<file path="config.mk">
export PLATFORM = sky130hd
export DESIGN_NAME = spi_register_client
export DESIGN_NICKNAME = d
export VERILOG_FILES = /design/src/logic/spi_client_pkg.sv /design/src/logic/spi_register_client.sv /design/src/logic/word_fifo.sv
export SDC_FILE = /design/constraint.sdc
export NUM_CORES = 1
export LEC_CHECK = 0
export BUFFER_PORTS_ARGS = -buffer_cell sky130_fd_sc_hd__buf_2
export CAP_MARGIN = 10
export CORE_ASPECT_RATIO = 1.2
export CORE_MARGIN = 3
export CORE_UTILIZATION = 40
export CTS_BUF_LIST = sky130_fd_sc_hd__clkbuf_8
export CTS_CLUSTER_DIAMETER = 150
export DETAILED_ROUTE_END_ITERATION = 7
export MAX_ROUTING_LAYER = met4
export PLACE_DENSITY = 0.56
export SYNTH_ARGS = -nofsm -noshare
export SYNTH_HDL_FRONTEND = slang
export SYNTH_SLANG_ARGS = --single-unit
</file>
<file path="constraint.sdc">
create_clock -name i_clk -period 7.2 [get_ports i_clk]
set_clock_uncertainty 0.1 [all_clocks]
set_input_delay 1.08 -clock i_clk [delete_from_list [all_inputs] [get_ports i_clk]]
set_output_delay 1.08 -clock i_clk [all_outputs]
set_load 0.02 [all_outputs]
</file>
<file path="src/logic/spi_client_pkg.sv">
// Constants, command codes and state type shared by the serial client and its bench.
// Assumes a single system clock at 100 MHz and a synchronous active-high reset.
package spi_client_pkg;

    // Instruction codes, always sent most significant bit first
    localparam logic [7:0] OP_WRITE = 8'h02;
    localparam logic [7:0] OP_DUAL_DATA_WRITE = 8'h32;
    localparam logic [7:0] OP_QUAD_DATA_WRITE = 8'h62;
    localparam logic [7:0] OP_DUAL_IO_READ = 8'hbb;
    localparam logic [7:0] OP_QUAD_IO_READ = 8'heb;

    // Widths of the register side
    localparam int ADDR_W = 14;
    localparam int WORD_W = 32;
    localparam int FIFO_DEPTH = 8;

    // Phase lengths in link bits
    localparam logic [5:0] OPCODE_BITS = 6'h08;
    localparam logic [5:0] ADDR_BITS = 6'h10;
    localparam logic [5:0] DUAL_DUMMY_BITS = 6'h10;
    localparam logic [5:0] QUAD_DUMMY_BITS = 6'h20;
    localparam logic [5:0] WORD_BITS = 6'h20;

    // Address mode field held in address bits 15:14
    localparam logic [1:0] MODE_INC = 2'h1;
    localparam logic [1:0] MODE_DEC = 2'h2;
    localparam logic [ADDR_W-1:0] WORD_STEP = 14'h0004;

    // Lanes used per link clock
    localparam logic [2:0] LANES_1 = 3'h1;
    localparam logic [2:0] LANES_2 = 3'h2;
    localparam logic [2:0] LANES_4 = 3'h4;

    // Values after reset
    localparam logic [3:0] LINES_RELEASED = 4'hf;
    localparam logic [3:0] LINES_IDLE = 4'h0;

    // Frame sequencing states
    typedef enum logic [2:0] {
        S_IDLE,
        S_OPCODE,
        S_ADDR,
        S_DUMMY,
        S_WDATA,
        S_RDATA,
        S_IGNORE
    } state_t;

endpackage

</file>
<file path="src/logic/spi_register_client.sv">
// Serial register access client: frames, opcodes, address, read and write data.
// Assumes the link clock, select and data lines come from the host asynchronously and are
// oversampled by i_clk; the register side answers reads within a few system cycles.
//
// What this block does
// - Select low opens a frame, high ignores all.
// - Dual read: opcode x1, address and dummy x2.
// - Dual read output starts on next falling edge.
// - Quad read: opcode x1, address and dummy x4.
// - Quad read output starts on next falling edge.
// - Release data lines when select rises.
// - Dual/quad commands rejected in quad-wide mode.
// - Two address bytes form a byte address.
// - Bits 15:14 pick increment, decrement or hold.
// - Further words follow while select stays low.
// - Plain write outside quad-wide mode takes everything one bit per clock.
// - Quad-wide write takes everything four bits.
// - Data arrives low byte first, high bits first.
// - Only complete 32-bit words reach a register.
// - Dual data write: header x1, data x2.
// - Quad data write: header x1, data x4.
`timescale 1ns/1ps
module spi_register_client (
    input wire logic i_clk,
    input wire logic i_srst,
    input wire logic i_quad_wide_protocol,
    input wire logic i_sclk,
    input wire logic i_client_select_n,
    input wire logic [3:0] i_serial_io_lines,
    output logic [3:0] o_serial_io_lines,
    output logic [3:0] o_serial_io_lines_oe_n,
    output logic o_rd_valid,
    output logic [spi_client_pkg::ADDR_W-1:0] o_rd_addr,
    input wire logic i_rd_ack,
    input wire logic [spi_client_pkg::WORD_W-1:0] i_rd_data,
    output logic o_wr_valid,
    output logic [spi_client_pkg::ADDR_W-1:0] o_wr_addr,
    output logic [spi_client_pkg::WORD_W-1:0] o_wr_data,
    input wire logic i_wr_ready,
    output logic o_write_overrun
);
    import spi_client_pkg::*;

    // Swap byte order: the link carries the low byte first
    function automatic logic [WORD_W-1:0] byte_swap(input logic [WORD_W-1:0] w);
        byte_swap = {w[7:0], w[15:8], w[23:16], w[31:24]};
    endfunction
    // Shift the sampled lanes into the receive register
    function automatic logic [WORD_W-1:0] take_bits(input logic [WORD_W-1:0] sr,
                                                    input logic [3:0] serial_io_lines,
                                                    input logic [2:0] lanes);
        case (lanes)
            LANES_2: take_bits = {sr[WORD_W-3:0], serial_io_lines[1:0]};
            LANES_4: take_bits = {sr[WORD_W-5:0], serial_io_lines[3:0]};
            default: take_bits = {sr[WORD_W-2:0], serial_io_lines[0]};
        endcase
    endfunction
    // Next word address for the selected address mode
    function automatic logic [ADDR_W-1:0] step_addr(input logic [ADDR_W-1:0] a,
                                                    input logic [1:0] mode);
        case (mode)
            MODE_INC: step_addr = a + WORD_STEP;
            MODE_DEC: step_addr = a - WORD_STEP;
            default: step_addr = a;
        endcase
    endfunction
    // Synchronisers; the first stages feed only the second stages
    logic sclk_m;
    logic sclk_s;
    logic sclk_d;         // Delayed copy for edge finding
    logic cs_m;
    logic cs_s;
    logic [3:0] sio_m;
    logic [3:0] sio_s;
    // Frame state
    state_t state;
    logic [5:0] bit_cnt;        // Bits taken in the current phase
    logic [WORD_W-1:0] rx_sr;   // Receive shift register
    logic frame_quad;           // Mode latched at frame start
    logic [2:0] addr_w;         // Lanes for address and dummy
    logic [2:0] data_w;         // Lanes for data
    logic [5:0] dummy_len;      // Dummy phase length in bits
    logic is_read;              // Current command reads
    // Address
    logic [1:0] addr_mode;
    logic [ADDR_W-1:0] word_addr;
    // Read path
    logic [WORD_W-1:0] rd_buf;  // Prefetched word
    logic [WORD_W-1:0] tx_sr;   // Outgoing bits, top first
    logic [5:0] tx_cnt;         // Bits sent of current word
    // Write path, one word held for the FIFO
    logic pend_valid;
    logic [ADDR_W-1:0] pend_addr;
    logic [WORD_W-1:0] pend_data;
    logic fifo_in_ready;
    // Decoded events
    logic rise;
    logic fall;
    logic active;
    logic [2:0] phase_w;
    logic [5:0] phase_len;
    logic last;
    logic [WORD_W-1:0] rx_next;
    logic addr_done;
    logic word_done;
    logic consume;
    logic [WORD_W-1:0] tx_src;

    // Two-flop synchronisers for all link inputs
    always_ff @(posedge i_clk) begin
        if (i_srst) begin
            sclk_m <= 1'b0;
            sclk_s <= 1'b0;
            sclk_d <= 1'b0;
            cs_m <= 1'b1;
            cs_s <= 1'b1;
            sio_m <= LINES_IDLE;
            sio_s <= LINES_IDLE;
        end else begin
            sclk_m <= i_sclk;
            sclk_s <= sclk_m;
            sclk_d <= sclk_s;
            cs_m <= i_client_select_n;
            cs_s <= cs_m;
            sio_m <= i_serial_io_lines;
            sio_s <= sio_m;
        end
    end

    // Edges of the link clock; data lines share its delay so stay aligned
    assign rise = sclk_s && !sclk_d;
    assign fall = !sclk_s && sclk_d;
    assign active = !cs_s;
    // Lane count and length of the phase in progress
    always_comb begin
        phase_w = LANES_1;
        phase_len = WORD_BITS;
        case (state)
            S_OPCODE: begin
                phase_w = frame_quad ? LANES_4 : LANES_1;
                phase_len = OPCODE_BITS;
            end
            S_ADDR: begin
                phase_w = addr_w;
                phase_len = ADDR_BITS;
            end
            S_DUMMY: begin
                phase_w = addr_w;
                phase_len = dummy_len;
            end
            S_WDATA: phase_w = data_w;
            default: phase_w = LANES_1;
        endcase
    end
    assign rx_next = take_bits(rx_sr, sio_s, phase_w);
    assign last = ((bit_cnt + {3'h0, phase_w}) == phase_len);
    assign addr_done = active && rise && (state == S_ADDR) && last;
    assign word_done = active && rise && (state == S_WDATA) && last;
    assign consume = active && fall && (state == S_RDATA) && (tx_cnt == '0);

    // Frame sequencing; select high drops any partial word
    always_ff @(posedge i_clk) begin
        if (i_srst || !active) begin
            state <= S_IDLE;
            bit_cnt <= '0;
            rx_sr <= '0;
        end else if (state == S_IDLE) begin
            state <= S_OPCODE;
            bit_cnt <= '0;
        end else if (rise && state != S_RDATA && state != S_IGNORE) begin
            rx_sr <= rx_next;
            bit_cnt <= last ? 6'h00 : bit_cnt + {3'h0, phase_w};
            if (last) begin
                case (state)
                    S_OPCODE: begin
                        // Only the plain write exists in quad-wide mode
                        if (rx_next[7:0] == OP_WRITE) begin
                            state <= S_ADDR;
                        end else if (frame_quad) begin
                            state <= S_IGNORE;
                        end else if (rx_next[7:0] == OP_DUAL_DATA_WRITE ||
                                     rx_next[7:0] == OP_QUAD_DATA_WRITE ||
                                     rx_next[7:0] == OP_DUAL_IO_READ ||
                                     rx_next[7:0] == OP_QUAD_IO_READ) begin
                            state <= S_ADDR;
                        end else begin
                            state <= S_IGNORE;
                        end
                    end
                    S_ADDR: state <= is_read ? S_DUMMY : S_WDATA;
                    S_DUMMY: state <= S_RDATA;
                    S_WDATA: state <= S_WDATA;
                    default: state <= S_IGNORE;
                endcase
            end
        end
    end

    // Command attributes, decoded once the opcode is complete
    always_ff @(posedge i_clk) begin
        if (i_srst) begin
            frame_quad <= 1'b0;
            addr_w <= LANES_1;
            data_w <= LANES_1;
            dummy_len <= DUAL_DUMMY_BITS;
            is_read <= 1'b0;
        end else if (state == S_IDLE) begin
            frame_quad <= i_quad_wide_protocol;  // Mode may not change mid-frame
        end else if (active && rise && state == S_OPCODE && last) begin
            case (rx_next[7:0])
                OP_DUAL_IO_READ: begin
                    addr_w <= LANES_2;
                    data_w <= LANES_2;
                    dummy_len <= DUAL_DUMMY_BITS;
                    is_read <= 1'b1;
                end
                OP_QUAD_IO_READ: begin
                    addr_w <= LANES_4;
                    data_w <= LANES_4;
                    dummy_len <= QUAD_DUMMY_BITS;
                    is_read <= 1'b1;
                end
                OP_DUAL_DATA_WRITE: begin
                    addr_w <= LANES_1;
                    data_w <= LANES_2;
                    is_read <= 1'b0;
                end
                OP_QUAD_DATA_WRITE: begin
                    addr_w <= LANES_1;
                    data_w <= LANES_4;
                    is_read <= 1'b0;
                end
                default: begin
                    addr_w <= frame_quad ? LANES_4 : LANES_1;
                    data_w <= frame_quad ? LANES_4 : LANES_1;
                    is_read <= 1'b0;
                end
            endcase
        end
    end

    // Word address: loaded from the header, stepped after each word
    always_ff @(posedge i_clk) begin
        if (i_srst) begin
            addr_mode <= 2'h0;
            word_addr <= '0;
        end else if (addr_done) begin
            addr_mode <= rx_next[15:14];
            word_addr <= rx_next[ADDR_W-1:0];
        end else if (word_done || consume) begin
            word_addr <= step_addr(word_addr, addr_mode);
        end
    end

    // Read requests: one after the header, then one per word taken
    // Dummy clocks give the register side time before the first bit leaves
    always_ff @(posedge i_clk) begin
        if (i_srst) begin
            o_rd_valid <= 1'b0;
            rd_buf <= '0;
        end else begin
            if ((addr_done && is_read) || consume) begin
                o_rd_valid <= 1'b1;
            end else if (i_rd_ack) begin
                o_rd_valid <= 1'b0;
            end
            if (i_rd_ack) begin
                rd_buf <= i_rd_data;
            end
        end
    end

    assign o_rd_addr = word_addr;
    // Outgoing word: start a new word from the buffer, otherwise keep shifting
    assign tx_src = (tx_cnt == '0) ? byte_swap(rd_buf) : tx_sr;

    // Output lanes change on falling link edges and are released on deselect
    always_ff @(posedge i_clk) begin
        if (i_srst || !active) begin
            o_serial_io_lines_oe_n <= LINES_RELEASED;
            o_serial_io_lines <= LINES_IDLE;
            tx_sr <= '0;
            tx_cnt <= '0;
        end else if (fall && state == S_RDATA) begin
            if (data_w == LANES_4) begin
                o_serial_io_lines <= tx_src[WORD_W-1:WORD_W-4];
                o_serial_io_lines_oe_n <= 4'h0;
                tx_sr <= {tx_src[WORD_W-5:0], 4'h0};
            end else begin
                o_serial_io_lines <= {2'h0, tx_src[WORD_W-1:WORD_W-2]};
                o_serial_io_lines_oe_n <= 4'hc;
                tx_sr <= {tx_src[WORD_W-3:0], 2'h0};
            end
            tx_cnt <= ((tx_cnt + {3'h0, data_w}) == WORD_BITS) ? 6'h00
                      : tx_cnt + {3'h0, data_w};
        end
    end

    // Completed write word waits here until the FIFO accepts it
    always_ff @(posedge i_clk) begin
        if (i_srst) begin
            pend_valid <= 1'b0;
            pend_addr <= '0;
            pend_data <= '0;
            o_write_overrun <= 1'b0;
        end else begin
            o_write_overrun <= word_done && pend_valid && !fifo_in_ready;
            if (word_done && !(pend_valid && !fifo_in_ready)) begin
                pend_valid <= 1'b1;
                pend_addr <= word_addr;
                pend_data <= byte_swap(rx_next);
            end else if (fifo_in_ready) begin
                pend_valid <= 1'b0;
            end
        end
    end

    // Write FIFO toward the register side
    word_fifo #(
        .WIDTH(ADDR_W + WORD_W),
        .DEPTH(FIFO_DEPTH)
    ) u_write_fifo (
        .i_clk(i_clk),
        .i_srst(i_srst),
        .i_in_valid(pend_valid),
        .o_in_ready(fifo_in_ready),
        .i_in_data({pend_addr, pend_data}),
        .o_out_valid(o_wr_valid),
        .i_out_ready(i_wr_ready),
        .o_out_data({o_wr_addr, o_wr_data})
    );
endmodule

</file>
<file path="src/logic/word_fifo.sv">
// Flip-flop FIFO with valid/ready on both sides, width and depth as parameters.
// Assumes both sides run on i_clk; out data is read straight from the storage flops.
`timescale 1ns/1ps
module word_fifo #(
    parameter int WIDTH = 46,
    parameter int DEPTH = 8
) (
    input wire logic i_clk,
    input wire logic i_srst,
    input wire logic i_in_valid,
    output logic o_in_ready,
    input wire logic [WIDTH-1:0] i_in_data,
    output logic o_out_valid,
    input wire logic i_out_ready,
    output logic [WIDTH-1:0] o_out_data
);
    localparam int PTR_W = (DEPTH > 1) ? $clog2(DEPTH) : 1;
    localparam logic [PTR_W-1:0] LAST_IDX = PTR_W'(DEPTH - 1);
    localparam logic [PTR_W:0] FULL_COUNT = (PTR_W + 1)'(DEPTH);

    logic [WIDTH-1:0] mem [DEPTH];  // Storage words
    logic [PTR_W-1:0] wr_ptr;       // Next slot to fill
    logic [PTR_W-1:0] rd_ptr;       // Oldest slot
    logic [PTR_W:0] count;          // Words held
    logic push;
    logic pop;

    // Honest flags: full stalls the source, empty hides stale data
    assign o_in_ready = (count != FULL_COUNT);
    assign o_out_valid = (count != '0);
    assign o_out_data = mem[rd_ptr];
    assign push = i_in_valid && o_in_ready;
    assign pop = o_out_valid && i_out_ready;

    // Storage write; no reset needed since empty masks it
    always_ff @(posedge i_clk) begin
        if (push) begin
            mem[wr_ptr] <= i_in_data;
        end
    end

    // Pointers wrap at DEPTH, which need not be a power of two
    always_ff @(posedge i_clk) begin
        if (i_srst) begin
            wr_ptr <= '0;
            rd_ptr <= '0;
        end else begin
            if (push) begin
                wr_ptr <= (wr_ptr == LAST_IDX) ? '0 : wr_ptr + 1'b1;
            end
            if (pop) begin
                rd_ptr <= (rd_ptr == LAST_IDX) ? '0 : rd_ptr + 1'b1;
            end
        end
    end

    // Occupancy
    always_ff @(posedge i_clk) begin
        if (i_srst) begin
            count <= '0;
        end else if (push && !pop) begin
            count <= count + 1'b1;
        end else if (pop && !push) begin
            count <= count - 1'b1;
        end
    end

endmodule

</file>
==> impl_metrics.toml <==
[status]
status = "complete, no violations"

[detailed_routing]
met3_length_um = 2360
post-route-drc-count = 0
met2_wirelength_um = 27400
vias = 14800
detailedRoute.firstPassIterationCount = 6
drt-total-wl_um = 54800
vias_per_cell = 5.32
detail_route.wl_per_cell_um = 19.6
routed.top_layer = "met4"
detail-route-antenna-nets = 0
routedLengthMet1_um = 23800
drt_first_iter_violations = 1076

[sta]
max_slew_margin_vs_limit_pct = 21.0
final_critical_period_ns = 4.63
final_min_period_over_clock_period_pct = 64.3
pins_over_their_slew_limit = 0
hold_violations = 0
max_freq_mhz = 216
rsz0062_at_grt = "no"
final_layout_setup_total_negative_slack_ns = 0
tightestPinTransition_ns = 1.18
final.hold.worst_slack_ns = 0.308
finalSetupViolations = 0

[die]
placement_rows = 98
die_area_sq_mm = 0.0633
floorplan.io_pins = 114
core-area_sq_mm = 0.0596
chipWidth_um = 230
floorplan.initialDensity_pct = 40.5
die_h_um = 275

[worst_setup_path]
crit_path_start_kind = "register"
critical_path.max_fanout = 37
rrSetupSlack_ns = 2.57
crit-reg2reg-launch = "state[2]$_SDFFE_PP0P_"
worstPathArrival_ns = 5.04
cp.required_ns = 7.61
destination_of_the_worst_register_to_register_timing_path = "o_rd_addr[5]$_SDFFE_PP0P_"
timing.reg2reg.worst_path_depth = 13
cp-end-kind = "register"
criticalPathCategory = "reg -> reg"

[worst_hold_path]
holdPathStages = 1
hold_end = "cs_s$_SDFF_PP1_"
hold_path_class = "reg -> reg"
worstHoldStart = "cs_m$_SDFF_PP1_"

[global_route]
grt_util_overall_pct = 17.8
grt_antenna_before_repair = 1
grt_pass1_wl_um = 85600
overflow_left_after_global_routing = 0
grt_pass1_vias = 15100
maximum_number_of_pins_on_one_net_before_global_route_repair = 74

[pwr]
worst_ir_drop_vdd_uv = 119
static-leakage-power_nw = 9.01
power.density_mw_per_mm2 = 259

[yosys]
number_of_synthesized_register_bits = 583
asyncSetResetFlopFracSynth_pct = 0
synth-main-ff-cell = "sky130_fd_sc_hd__edfxtp_1"
ys_types = 73
netlist_area_sq_mm = 0.0241
synth_sequential_area_ratio_pct = 63.7
netlist_instances = 1791
syn-mean-instance-area_sq_um = 13.5
postSynthNetCount = 1860
synth_edf_count = 368
synthesis.yosys.warnings = 0

[run]
max_cap_violations = 0

[clock_tree]
cts_htree_levels = 3
tritoncts_clock_tree = "yes"
cts_resized = 0
worst_skew_pair.late_latency_ns = 0.70
clk_path_buf_depth = 3
clock-root-buffer = "sky130_fd_sc_hd__clkbuf_8"
post_cts_setup_buffers = 0
cts_sinks = 583
numCtsBuffers = 92
cts.hold.buffers_added = 0
clkSlewWorstSetupHoldPaths_ns = 0.06

[place]
port_buffers = 113
place.detailed.instances = 2614
detailed_place_hpwl_um = 32000
place.gp.congestion = 0.807

[finish]
layout-area-overhead-vs-synth_pct = 13.6
drive_gt1_share_pct = 22.8
layout.cells.non_filler = 2787
final_net_count = 1978
==> metal layers <==
metal  vias up  global-route usage [%]
met3        87                    2.86
li1       6964                       -
met5         -                       -
met4         0                    5.78
met2       320                    29.6
met1      7463                    22.3
==> cell families (layout without fill, tap and decap cells) <==
group | Yosys count | count (layout) | share of synthesized area (%)
simple gates | 472 | 472 | 8.92
buf+inv | 137 | 332 | 2.40
mux | 232 | 232 | 14.6
compound gates | 313 | 313 | 7.89
xor+xnor | 28 | 28 | 1.05
other cells | 0 | 1 | 0
fa+ha+maj | 26 | 26 | 1.44
flops | 583 | 583 | 63.7
==> Yosys cell counts (all sizes together) (12+ instances only) <==
| cell type | number | share of area [%] |
|---|---|---|
| xnor2 | 16 | 0.58 |
| o21ai | 19 | 0.41 |
| clkbuf | 73 | 1.1 |
| mux4 | 92 | 8.6 |
| edfxtp | 368 | 46 |
| dfxtp | 215 | 18 |
| mux2i | 92 | 3.8 |
| nand2 | 267 | 4.2 |
| mux2 | 48 | 2.2 |
| nand3 | 19 | 0.39 |
| nor3 | 20 | 0.50 |
| xor2 | 12 | 0.47 |
| inv | 23 | 0.36 |
| o22ai | 55 | 1.4 |
| a21oi | 174 | 3.6 |
| nor2b | 19 | 0.49 |
| ha | 23 | 1.2 |
| nor2 | 79 | 1.2 |
| buf | 41 | 0.90 |
==> where the power goes <==
group | total [W] | switching, W | internal [W]
clock | 0.00287 | 0.00132 | 0.00156
combinational | 0.000610 | 0.000294 | 0.000316
sequential | 0.00361 | 0.0000682 | 0.00354
total | 0.00709 | 0.00168 | 0.00541
==> critical path, stage by stage (launching register included) <==
cell                        delay (ns)
sky130_fd_sc_hd__dfxtp_1          0.65
sky130_fd_sc_hd__and4bb_4         0.34
sky130_fd_sc_hd__nor3_4           0.14
sky130_fd_sc_hd__buf_4            0.39
sky130_fd_sc_hd__inv_1            0.15
sky130_fd_sc_hd__ha_1             0.38
sky130_fd_sc_hd__a31oi_1          0.24
sky130_fd_sc_hd__nand2_1          0.14
sky130_fd_sc_hd__nand4bb_2        0.32
sky130_fd_sc_hd__a211oi_2         0.89
sky130_fd_sc_hd__a211oi_1         0.18
sky130_fd_sc_hd__buf_2            0.26
sky130_fd_sc_hd__a31oi_1          0.19
sky130_fd_sc_hd__o31ai_1          0.10
==> worst max-delay path by stage <==
| stage | start | end | slack (ns) |
|---|---|---|---|
| after floorplan | u_write_fifo.count[0]$_SDFFE_PP0P_ | u_write_fifo.mem[0][0]$_DFFE_PP_ | 1.44 |
| after global placement | state[1]$_SDFFE_PP0P_ | o_rd_addr[3]$_SDFFE_PP0P_ | 2.69 |
| after detailed placement | state[2]$_SDFFE_PP0P_ | o_rd_addr[3]$_SDFFE_PP0P_ | 2.55 |
| after CTS | state[1]$_SDFFE_PP0P_ | o_rd_addr[3]$_SDFFE_PP0P_ | 2.48 |
| after global routing | state[1]$_SDFFE_PP0P_ | o_rd_addr[5]$_SDFFE_PP0P_ | 2.17 |
| final | state[2]$_SDFFE_PP0P_ | o_rd_addr[5]$_SDFFE_PP0P_ | 2.57 |
==> cell usage in the layout, fill, tap and decap left out, drive strengths merged, types with 5 or more instances in the layout <==
cell type and count:
a32oi 9, clkinv 17, a211oi 7, dfxtp 215, nor4 5, o21ai 19, o22ai 55, mux4 92
xnor2 16, nor3b 7, inv 58, o211ai 7, mux2 48, nor2 79, clkbuf 114, buf 138
and2 7, ha 23, edfxtp 368, or3 6, nand2b 9, and3 5, nor3 20, a222oi 5
nand3 19, mux2i 92, nor2b 19, nand2 267, a21oi 174, or2 9, xor2 12
==> sequential cells by signal, summed over array words and instances, names as in the netlist, 4 cells and up, named ones only <==
signal	cells
sio_s	4
u_write_fifo.mem	368
rd_buf	32
rx_sr	31
pend_data	32
tx_cnt	6
u_write_fifo.count	4
o_rd_addr	14
o_serial_io_lines	4
bit_cnt	6
tx_sr	30
pend_addr	14
sio_m	4
==> per-stage QoR <==
stage,cell area [sq um],power (W),util [%],setup slack (ns)
floorplan,24100,0.00413,-,1.44
global placement,25500,0.00430,42.7,2.69
detailed placement,25500,0.00430,42.7,2.55
CTS,27400,0.00720,46.0,2.48
global route,27400,0.00740,46.0,2.17
finish,27400,0.00709,46.0,2.57
==> final cells by class <==
cell class,instances,area [sq um]
diodes,1,2.50
clock inverters,57,365
well taps,800,1000
repair buffers,138,753
fillers,5416,32200
multi-input cells,1071,8250
flip-flops and latches,583,15400
clock buffers,114,1570
inverters,23,86.3
Power figures use the tool's default switching activity.
